$ cat src/ccr_pkg.sv
// Constants and types for the calibration command responder.
// Assumes one 40 MHz clock and an active-low asynchronous reset.
//
// Contract
// - Info query returns one line of all constants, 'c' at column 0.
// - Light offset at columns 2-13, zero padded decimal, then 'm'.
// - Dark period at columns 15-26, seconds with three decimals, 's'.
// - Light cal temperature columns 28-34, space or minus sign leading.
// - Reference sensor offset at columns 36-47; light cal targets 8.71.
// - Dark cal temperature columns 49-55, signed like light temperature.
// - Info reply ends with CR then LF at columns 56 and 57.
// - Light arm command arms light cal; reply 'z' col 0, 'a' col 2.
// - Light arm reply: 'A' col 1, lock char col 3, CR LF cols 4-5.
// - Lock 'L': armed cal waits for unlock; firmware upgrade blocked.
// - Lock 'U': armed cal runs once the reply has been sent; firmware upgrade allowed.
// - Dark arm command arms dark cal; reply "zBa", lock, CR LF.
// - Disarm clears both arms; reply "zxd", lock char, CR LF.
package ccr_pkg;
   localparam logic [7:0] CCR_CH_CR    = 8'h0D;
   localparam logic [7:0] CCR_CH_LF    = 8'h0A;
   localparam logic [7:0] CCR_CH_COMMA = 8'h2C;
   localparam logic [7:0] CCR_CH_SPACE = 8'h20;
   localparam logic [7:0] CCR_CH_MINUS = 8'h2D;
   localparam logic [7:0] CCR_CH_DOT   = 8'h2E;
   localparam logic [7:0] CCR_CH_ZERO  = 8'h30;
   localparam logic [7:0] CCR_CH_C     = 8'h63;
   localparam logic [7:0] CCR_CH_Z     = 8'h7A;
   localparam logic [7:0] CCR_CH_X     = 8'h78;
   localparam logic [7:0] CCR_CH_A_UP  = 8'h41;
   localparam logic [7:0] CCR_CH_B_UP  = 8'h42;
   localparam logic [7:0] CCR_CH_D_UP  = 8'h44;
   localparam logic [7:0] CCR_CH_A_LO  = 8'h61;
   localparam logic [7:0] CCR_CH_D_LO  = 8'h64;
   localparam logic [7:0] CCR_CH_L_UP  = 8'h4C;
   localparam logic [7:0] CCR_CH_U_UP  = 8'h55;
   localparam logic [7:0] CCR_CH_M     = 8'h6D;
   localparam logic [7:0] CCR_CH_S     = 8'h73;
   localparam logic [7:0] CCR_CH_C_UP  = 8'h43;
   // Column layout of the info and arm replies
   localparam int CCR_INFO_LEN   = 58;
   localparam int CCR_ARM_LEN    = 6;
   localparam int CCR_OFS_LIGHT  = 2;
   localparam int CCR_OFS_DARK   = 15;
   localparam int CCR_OFS_LTEMP  = 28;
   localparam int CCR_OFS_REF    = 36;
   localparam int CCR_OFS_DTEMP  = 49;
   localparam int CCR_OFS_CR     = 56;
   localparam int CCR_VAL_DIGITS = 10;
   localparam int CCR_TMP_DIGITS = 4;
   localparam logic [5:0] CCR_COL_RST = 6'h00;
   typedef enum logic [2:0] {
      CCR_CMD_NONE, CCR_CMD_INFO, CCR_CMD_LARM, CCR_CMD_DARM, CCR_CMD_DIS
   } ccr_cmd_t;
   typedef enum logic [1:0] {CCR_IDLE, CCR_SEND, CCR_WAIT} ccr_state_t;
endpackage : ccr_pkg

$ cat src/ccr_field.sv
// One reply field: picks a digit or decoration for a column offset.
// Assumes value digits arrive as BCD, most significant first.
module ccr_field
   import ccr_pkg::*;
#(
   parameter int DIGITS = 10,
   parameter int FRAC   = 2
) (
   input  wire logic [4*DIGITS-1:0] bcd_i,
   input  wire logic                signed_i,
   input  wire logic                neg_i,
   input  wire logic [7:0]          suffix_i,
   input  wire logic [5:0]          pos_i,
   output logic      [7:0]          char_o
);
   // Layout: [sign] int digits '.' frac digits suffix
   localparam int INT_D = DIGITS - FRAC;
   always_comb begin
      int p;
      int d;
      p = int'(pos_i);
      d = 0;
      char_o = CCR_CH_SPACE;
      if (signed_i && p == 0) begin
         char_o = neg_i ? CCR_CH_MINUS : CCR_CH_SPACE;
      end else begin
         if (signed_i) p = p - 1;
         if (p < INT_D) begin
            d = p;
            char_o = CCR_CH_ZERO | {4'h0, bcd_i[4*(DIGITS-1-d) +: 4]};
         end else if (p == INT_D) begin
            char_o = CCR_CH_DOT;
         end else if (p < DIGITS + 1) begin
            d = p - 1;
            char_o = CCR_CH_ZERO | {4'h0, bcd_i[4*(DIGITS-1-d) +: 4]};
         end else begin
            char_o = suffix_i;
         end
      end
   end
endmodule : ccr_field

$ cat src/ccr_responder.sv
// Calibration command responder: decodes a command pulse, streams the
// reply bytes with valid/ready, and keeps the light and dark arm flags.
// Assumes commands come pre-parsed from a line decoder on the same clock.
module ccr_responder
   import ccr_pkg::*;
(
   input  wire logic        clk_sys_i,
   input  wire logic        resetn_i,
   input  wire logic        calibration_info_query_i,
   input  wire logic        light_cal_arm_command_i,
   input  wire logic        dark_cal_arm_command_i,
   input  wire logic        cal_disarm_command_i,
   input  wire logic        unlocked_i,
   input  wire logic        cal_done_light_i,
   input  wire logic        cal_done_dark_i,
   input  wire logic [39:0] light_offset_bcd_i,
   input  wire logic [39:0] dark_period_bcd_i,
   input  wire logic [15:0] light_temp_bcd_i,
   input  wire logic        light_temp_neg_i,
   input  wire logic [39:0] ref_offset_bcd_i,
   input  wire logic [15:0] dark_temp_bcd_i,
   input  wire logic        dark_temp_neg_i,
   input  wire logic        tx_ready_i,
   output logic             tx_valid_o,
   output logic      [7:0]  tx_data_o,
   output logic             busy_o,
   output logic             light_armed_o,
   output logic             dark_armed_o,
   output logic             light_cal_go_o,
   output logic             dark_cal_go_o,
   output logic             fw_upgrade_en_o
);
   ccr_state_t  state_ff,  nxt_state;
   ccr_cmd_t    cmd_ff,    nxt_cmd;
   logic [5:0]  col_ff,    nxt_col;
   logic        valid_ff,  nxt_valid;
   logic [7:0]  data_ff,   nxt_data;
   logic        larm_ff,   nxt_larm;
   logic        darm_ff,   nxt_darm;
   logic        lgo_ff,    nxt_lgo;
   logic        dgo_ff,    nxt_dgo;
   logic        fw_ff,     nxt_fw;
   logic        lock_ff,   nxt_lock;
   logic        busy_ff,   nxt_busy;
   logic [7:0]  c_light, c_dark, c_ltmp, c_ref, c_dtmp;
   logic [7:0]  ch;
   logic [5:0]  last_col;

   ////////////////////////////////////////////////////////////////////////
   // Field formatters, fed with the column relative to each field
   ccr_field #(.DIGITS(CCR_VAL_DIGITS), .FRAC(2)) u_light (
      .bcd_i(light_offset_bcd_i), .signed_i(1'b0), .neg_i(1'b0),
      .suffix_i(CCR_CH_M), .pos_i(col_ff - 6'(CCR_OFS_LIGHT)),
      .char_o(c_light));
   ccr_field #(.DIGITS(CCR_VAL_DIGITS), .FRAC(3)) u_dark (
      .bcd_i(dark_period_bcd_i), .signed_i(1'b0), .neg_i(1'b0),
      .suffix_i(CCR_CH_S), .pos_i(col_ff - 6'(CCR_OFS_DARK)),
      .char_o(c_dark));
   ccr_field #(.DIGITS(CCR_TMP_DIGITS), .FRAC(1)) u_ltmp (
      .bcd_i(light_temp_bcd_i), .signed_i(1'b1),
      .neg_i(light_temp_neg_i), .suffix_i(CCR_CH_C_UP),
      .pos_i(col_ff - 6'(CCR_OFS_LTEMP)), .char_o(c_ltmp));
   ccr_field #(.DIGITS(CCR_VAL_DIGITS), .FRAC(2)) u_ref (
      .bcd_i(ref_offset_bcd_i), .signed_i(1'b0), .neg_i(1'b0),
      .suffix_i(CCR_CH_M), .pos_i(col_ff - 6'(CCR_OFS_REF)),
      .char_o(c_ref));
   ccr_field #(.DIGITS(CCR_TMP_DIGITS), .FRAC(1)) u_dtmp (
      .bcd_i(dark_temp_bcd_i), .signed_i(1'b1),
      .neg_i(dark_temp_neg_i), .suffix_i(CCR_CH_C_UP),
      .pos_i(col_ff - 6'(CCR_OFS_DTEMP)), .char_o(c_dtmp));

   ////////////////////////////////////////////////////////////////////////
   // Character of the current column
   always_comb begin
      ch = CCR_CH_SPACE;
      if (cmd_ff == CCR_CMD_INFO) begin
         if (col_ff == 6'h00) begin
            ch = CCR_CH_C;
         end else if (col_ff == 6'h01 || col_ff == 6'h0E ||
                      col_ff == 6'h1B || col_ff == 6'h23 ||
                      col_ff == 6'h30) begin
            ch = CCR_CH_COMMA;
         end else if (col_ff < 6'(CCR_OFS_DARK)) begin
            ch = c_light;
         end else if (col_ff < 6'(CCR_OFS_LTEMP)) begin
            ch = c_dark;
         end else if (col_ff < 6'(CCR_OFS_REF)) begin
            ch = c_ltmp;
         end else if (col_ff < 6'(CCR_OFS_DTEMP)) begin
            ch = c_ref;
         end else if (col_ff < 6'(CCR_OFS_CR)) begin
            ch = c_dtmp;
         end else if (col_ff == 6'(CCR_OFS_CR)) begin
            ch = CCR_CH_CR;
         end else begin
            ch = CCR_CH_LF;
         end
      end else begin
         case (col_ff)
            6'h00: ch = CCR_CH_Z;
            6'h01: begin
               case (cmd_ff)
                  CCR_CMD_LARM: ch = CCR_CH_A_UP;
                  CCR_CMD_DARM: ch = CCR_CH_B_UP;
                  default:      ch = CCR_CH_X;
               endcase
            end
            6'h02: ch = (cmd_ff == CCR_CMD_DIS) ? CCR_CH_D_LO
                                                : CCR_CH_A_LO;
            6'h03: ch = lock_ff ? CCR_CH_L_UP : CCR_CH_U_UP;
            6'h04: ch = CCR_CH_CR;
            default: ch = CCR_CH_LF;
         endcase
      end
   end

   assign last_col = (cmd_ff == CCR_CMD_INFO) ? 6'(CCR_INFO_LEN - 1)
                                              : 6'(CCR_ARM_LEN - 1);

   ////////////////////////////////////////////////////////////////////////
   // Reply sequencer and calibration arm state
   always_comb begin
      nxt_state = state_ff;
      nxt_cmd   = cmd_ff;
      nxt_col   = col_ff;
      nxt_valid = valid_ff;
      nxt_data  = data_ff;
      nxt_larm  = larm_ff;
      nxt_darm  = darm_ff;
      nxt_lock  = lock_ff;
      nxt_lgo   = 1'b0;
      nxt_dgo   = 1'b0;
      nxt_fw    = unlocked_i;
      case (state_ff)
         CCR_IDLE: begin
            nxt_col  = CCR_COL_RST;
            nxt_lock = ~unlocked_i;
            if (calibration_info_query_i) begin
               nxt_cmd   = CCR_CMD_INFO;
               nxt_state = CCR_SEND;
            end else if (light_cal_arm_command_i) begin
               nxt_cmd   = CCR_CMD_LARM;
               nxt_larm  = 1'b1;
               nxt_state = CCR_SEND;
            end else if (dark_cal_arm_command_i) begin
               nxt_cmd   = CCR_CMD_DARM;
               nxt_darm  = 1'b1;
               nxt_state = CCR_SEND;
            end else if (cal_disarm_command_i) begin
               nxt_cmd   = CCR_CMD_DIS;
               nxt_larm  = 1'b0;
               nxt_darm  = 1'b0;
               nxt_state = CCR_SEND;
            end
         end
         CCR_SEND: begin
            nxt_valid = 1'b1;
            nxt_data  = ch;
            nxt_state = CCR_WAIT;
         end
         default: begin
            if (tx_ready_i) begin
               nxt_valid = 1'b0;
               if (col_ff == last_col) begin
                  nxt_state = CCR_IDLE;
               end else begin
                  nxt_col   = col_ff + 6'h01;
                  nxt_state = CCR_SEND;
               end
            end
         end
      endcase
      // Registered so that the port comes straight from a flop
      nxt_busy  = (nxt_state != CCR_IDLE);
      // Armed calibration fires only once the device is unlocked
      if (larm_ff && unlocked_i && state_ff == CCR_IDLE) begin
         nxt_lgo  = 1'b1;
      end
      if (darm_ff && unlocked_i && state_ff == CCR_IDLE) begin
         nxt_dgo  = 1'b1;
      end
      // Completion clears the arm unless a new arm arrives this cycle
      if (cal_done_light_i && !(state_ff == CCR_IDLE &&
          light_cal_arm_command_i && !calibration_info_query_i)) begin
         nxt_larm = 1'b0;
      end
      if (cal_done_dark_i && !(state_ff == CCR_IDLE &&
          dark_cal_arm_command_i && !calibration_info_query_i &&
          !light_cal_arm_command_i)) begin
         nxt_darm = 1'b0;
      end
   end

   always_ff @(posedge clk_sys_i or negedge resetn_i) begin
      if (!resetn_i) begin
         state_ff <= CCR_IDLE;
         cmd_ff   <= CCR_CMD_NONE;
         col_ff   <= CCR_COL_RST;
         valid_ff <= 1'b0;
         data_ff  <= 8'h00;
         larm_ff  <= 1'b0;
         darm_ff  <= 1'b0;
         lgo_ff   <= 1'b0;
         dgo_ff   <= 1'b0;
         fw_ff    <= 1'b0;
         lock_ff  <= 1'b1;
         busy_ff  <= 1'b0;
      end else begin
         state_ff <= nxt_state;
         cmd_ff   <= nxt_cmd;
         col_ff   <= nxt_col;
         valid_ff <= nxt_valid;
         data_ff  <= nxt_data;
         larm_ff  <= nxt_larm;
         darm_ff  <= nxt_darm;
         lgo_ff   <= nxt_lgo;
         dgo_ff   <= nxt_dgo;
         fw_ff    <= nxt_fw;
         lock_ff  <= nxt_lock;
         busy_ff  <= nxt_busy;
      end
   end

   assign tx_valid_o      = valid_ff;
   assign tx_data_o       = data_ff;
   assign busy_o          = busy_ff;
   assign light_armed_o   = larm_ff;
   assign dark_armed_o    = darm_ff;
   assign light_cal_go_o  = lgo_ff;
   assign dark_cal_go_o   = dgo_ff;
   assign fw_upgrade_en_o = fw_ff;
endmodule : ccr_responder

$ cat config.mk
export PLATFORM = sky130hd
export DESIGN_NAME = ccr_responder
export DESIGN_NICKNAME = d
export VERILOG_FILES = /design/src/ccr_pkg.sv /design/src/ccr_field.sv /design/src/ccr_responder.sv
export SDC_FILE = /design/constraint.sdc
export NUM_CORES = 1
export LEC_CHECK = 0
export BUFFER_PORTS_ARGS = -buffer_cell sky130_fd_sc_hd__buf_2
export CAP_MARGIN = 0
export CORE_MARGIN = 2
export CORE_UTILIZATION = 31
export CTS_CLUSTER_DIAMETER = 200
export DETAILED_ROUTE_END_ITERATION = 10
export PLACE_DENSITY = 0.55
export SLEW_MARGIN = 15
export SYNTH_ARGS = -nofsm -noshare
export SYNTH_HDL_FRONTEND = slang
export SYNTH_HIERARCHICAL = 1
export SYNTH_SLANG_ARGS = --single-unit
$ cat constraint.sdc
create_clock -name clk_sys_i -period 6.2 [get_ports clk_sys_i]
set_clock_uncertainty 0.1 [all_clocks]
set_input_delay 0.31 -clock clk_sys_i [delete_from_list [all_inputs] [get_ports clk_sys_i]]
set_output_delay 0.31 -clock clk_sys_i [all_outputs]
set_load 0.03 [all_outputs]
==> results.json <==
{
  "r2r_start": "col_ff[3]",
  "ys_seq_area_share_pct": 7.694,
  "cp.arrival_ns": 5.03,
  "power.density_nw_per_um2": 530.0,
  "drc": 0,
  "min-delay-start": "unlocked_i",
  "synth_area_um2": 8797,
  "grt_pass1_wl_um": 41460,
  "initialDrtViolationCount": 558,
  "layout.nets": 1411,
  "async_flop_share_pct": 100.0,
  "hpwl_um": 21310,
  "setup_ws_ns": 1.269,
  "cts_tree": "done",
  "drv_cap": 0,
  "hold_viol_final": 0,
  "core_region_area_um2": 27860,
  "fin_crit_sh_pct": 79.54,
  "cts-hold-fix-buffers": 1,
  "syn2layout_area_growth_pct": 16.36,
  "peakVddDrop_mv": 0.1948,
  "timing.hold.ws_ns": 0.08828,
  "port_buffers": 178,
  "grt_pass1_vias": 8168,
  "fin_cells": 1583,
  "worstMarginPinSlew_ns": 1.123,
  "worst-r2r-cell-count": 15,
  "die_w_um": 172.5,
  "rrSetupSlack_ns": 1.27,
  "num_io_pins": 179,
  "critPathLaunchType": "flip-flop",
  "gp_congestion": 0.8970,
  "drive_above_1_share_pct": 28.55,
  "fp.dieArea_um2": 29740,
  "grt_max_degree": 40,
  "post_cts_buffers": 0,
  "syn_avg_cell_area_um2": 8.806,
  "yosysWarningCount": 6,
  "ys_top_cells_by_area": "mux4_2, dfrtp_1, ha_1, mux2i_1, nand2_1",
  "ctsResizeCount": 0,
  "placed_cells": 1578,
  "clk_pin_slew_worst_paths_ns": 0.08,
  "ys_seq_elements": 27,
  "min_path_type": "in2reg",
  "clockRootBuffer": "clkbuf_16",
  "clockBufferDepth": 2,
  "synth_top_cell_by_area": "mux4_2",
  "fin_tns_setup_ns": 0,
  "leakagePower_nw": 4.256,
  "post_dp_cell_area_um2": 10140,
  "max_freq_ghz": 0.2028,
  "multi_input_area_um2": 7833,
  "period_needed_ns": 4.931,
  "clk_latency_ns": 0.27,
  "synth-edff-count": 0,
  "whs_endpoint": "fw_upgrade_en_o",
  "dr.pass1.iters": 6,
  "vias": 8625,
  "stdcell_area_um2": 10240,
  "die_h_um": 172.5,
  "critPathRequiredTime_ns": 6.30,
  "seqCellArea_um2": 678.2,
  "worstHoldPathCells": 1,
  "cts_made_buffers": 3,
  "rsz0062_at_grt": "false",
  "synth.distinct_cells": 104,
  "start_util_pct": 31.58,
  "slew_headroom_pct": 24.09,
  "status": "complete, no violations",
  "path_max_fanout": 20,
  "slew_viol_final": 0,
  "diodes": 0,
  "antenna_left": 0,
  "via_per_inst": 5.449,
  "synth-main-ff-cell": "dfrtp_1",
  "grtUsageTotal_pct": 16.97,
  "wl_per_cell_um": 16.54,
  "setup_violations": 0,
  "fillers": 2848,
  "overflow": 0,
  "h-tree-depth": 1,
  "pre_cts_ws_ns": 1.340,
  "rows": 61,
  "numClockSinks": 27,
  "synth_top_cell_area_share_pct": 18.94,
  "path_class": "reg2reg",
  "wl_um": 26180,
  "syn_inst": 999,
  "antenna_found_initial": 0,
  "rr_endpoint": "tx_data_o[2]",
  "end_kind": "flip-flop"
}
-- worst max-delay path, stage by stage (launching register included) --
cell	delay (ns)
dfrtp_1	0.82
inv_1	0.31
ha_1	0.38
and2_1	0.28
xnor2_1	0.19
or4b_4	0.61
o31ai_4	0.21
nand4_1	0.32
nand2_1	0.19
nand3_1	0.08
a221oi_1	0.27
inv_1	0.06
a2111oi_0	0.37
o21ai_0	0.21
a31o_1	0.27
a31oi_1	0.17
-- stage by stage --
stage               power [mW]  utilization [%]
finish                   5.425            36.74
global route             5.894            36.74
CTS                      5.407            36.74
detailed placement       5.231            36.41
global placement         5.205            36.41
floorplan                4.305                -
-- power breakdown --
part / internal (mW) / total (mW) / switching, mW
Clock: 0.0881 / 0.157 / 0.0693
Combinational: 2.14 / 4.94 / 2.80
Sequential: 0.243 / 0.328 / 0.0845
Total: 2.47 / 5.42 / 2.96
-- state kept, by name (all words and copies together), names as in the netlist --
name             count
busy_o               1
tx_data_o            8
fw_upgrade_en_o      1
cmd_ff               3
light_armed_o        1
lock_ff              1
col_ff               6
tx_valid_o           1
light_cal_go_o       1
state_ff             2
dark_armed_o         1
dark_cal_go_o        1
-- Yosys cell counts (8+ instances only) --
| library cell | number |
|---|---|
| nand3_1 | 36 |
| mux4_2 | 74 |
| o31ai_1 | 13 |
| nand2_1 | 99 |
| buf_6 | 14 |
| ha_1 | 41 |
| mux2i_1 | 41 |
| mux2_2 | 11 |
| nand2b_1 | 9 |
| clkbuf_1 | 14 |
| and3_1 | 14 |
| a21o_1 | 9 |
| mux4_1 | 13 |
| dfrtp_1 | 26 |
| and2_1 | 8 |
| or3_1 | 11 |
| a211oi_1 | 12 |
| nor2b_1 | 13 |
| xnor2_1 | 33 |
| a21oi_1 | 61 |
| a22oi_1 | 10 |
| o21ai_0 | 30 |
| nor2_1 | 58 |
| inv_1 | 41 |
| buf_2 | 29 |
| a31oi_1 | 10 |
| xor2_1 | 21 |
| a221oi_1 | 14 |
| nor3_1 | 28 |
-- worst max-delay path by stage --
stage,from,to,slack (ns),cells past startpoint
2_1_floorplan,col_ff[0],tx_data_o[3],1.81,17
3_3_place_gp,col_ff[3],tx_data_o[2],1.39,15
3_5_place_dp,col_ff[1],tx_data_o[2],1.34,19
4_1_cts,col_ff[1],tx_data_o[2],1.31,19
5_1_grt,col_ff[1],tx_data_o[3],0.86,18
6_report,col_ff[3],tx_data_o[2],1.27,15
-- area by class of cell --
type	count	area share, %
flip-flops and latches	27	6.625
clock buffers	3	0.7334
repair buffers	192	9.754
inverters	45	1.675
well taps	378	4.620
multi-input cells	937	76.52
clock inverters	1	0.07334
-- cells in the final DEF (no fill, tap or decap), drive strengths merged, types with 9 or more instances in the layout --
cell type    n
buf        191
nand2      101
mux4        87
conb        77
a21oi       68
nor2        58
inv         45
mux2i       42
ha          41
xnor2       38
o21ai       38
nand3       36
nor3        32
dfrtp       26
xor2        22
o31ai       15
and3        14
a221oi      14
nor2b       13
a211oi      12
mux2        11
or3         11
a31oi       10
a22oi       10
or2         10
nand2b       9
a21o         9
and2         9
a21boi       9
-- metal layers --
layer | global-route usage, % | routed length (um) | vias to the layer above
li1 | - | - | 4236
met1 | 23.57 | 12120 | 4171
met2 | 29.32 | 12560 | 195
met3 | 1.030 | 1102 | 23
met4 | 2.996 | 395 | 0
met5 | 0 | 0 | -
-- cell families (layout without fill, tap and decap cells) --
family / Yosys count / count (layout) / share of synthesized area (%)
flops: 27 / 27 / 7.695
buf+inv: 110 / 241 / 6.471
mux: 140 / 140 / 29.16
fa+ha+maj: 41 / 41 / 5.831
other cells: 2 / 77 / 0.08537
simple gates: 350 / 350 / 22.06
xor+xnor: 60 / 60 / 6.486
compound gates: 269 / 269 / 22.22
(Power assumes the default switching activity.)
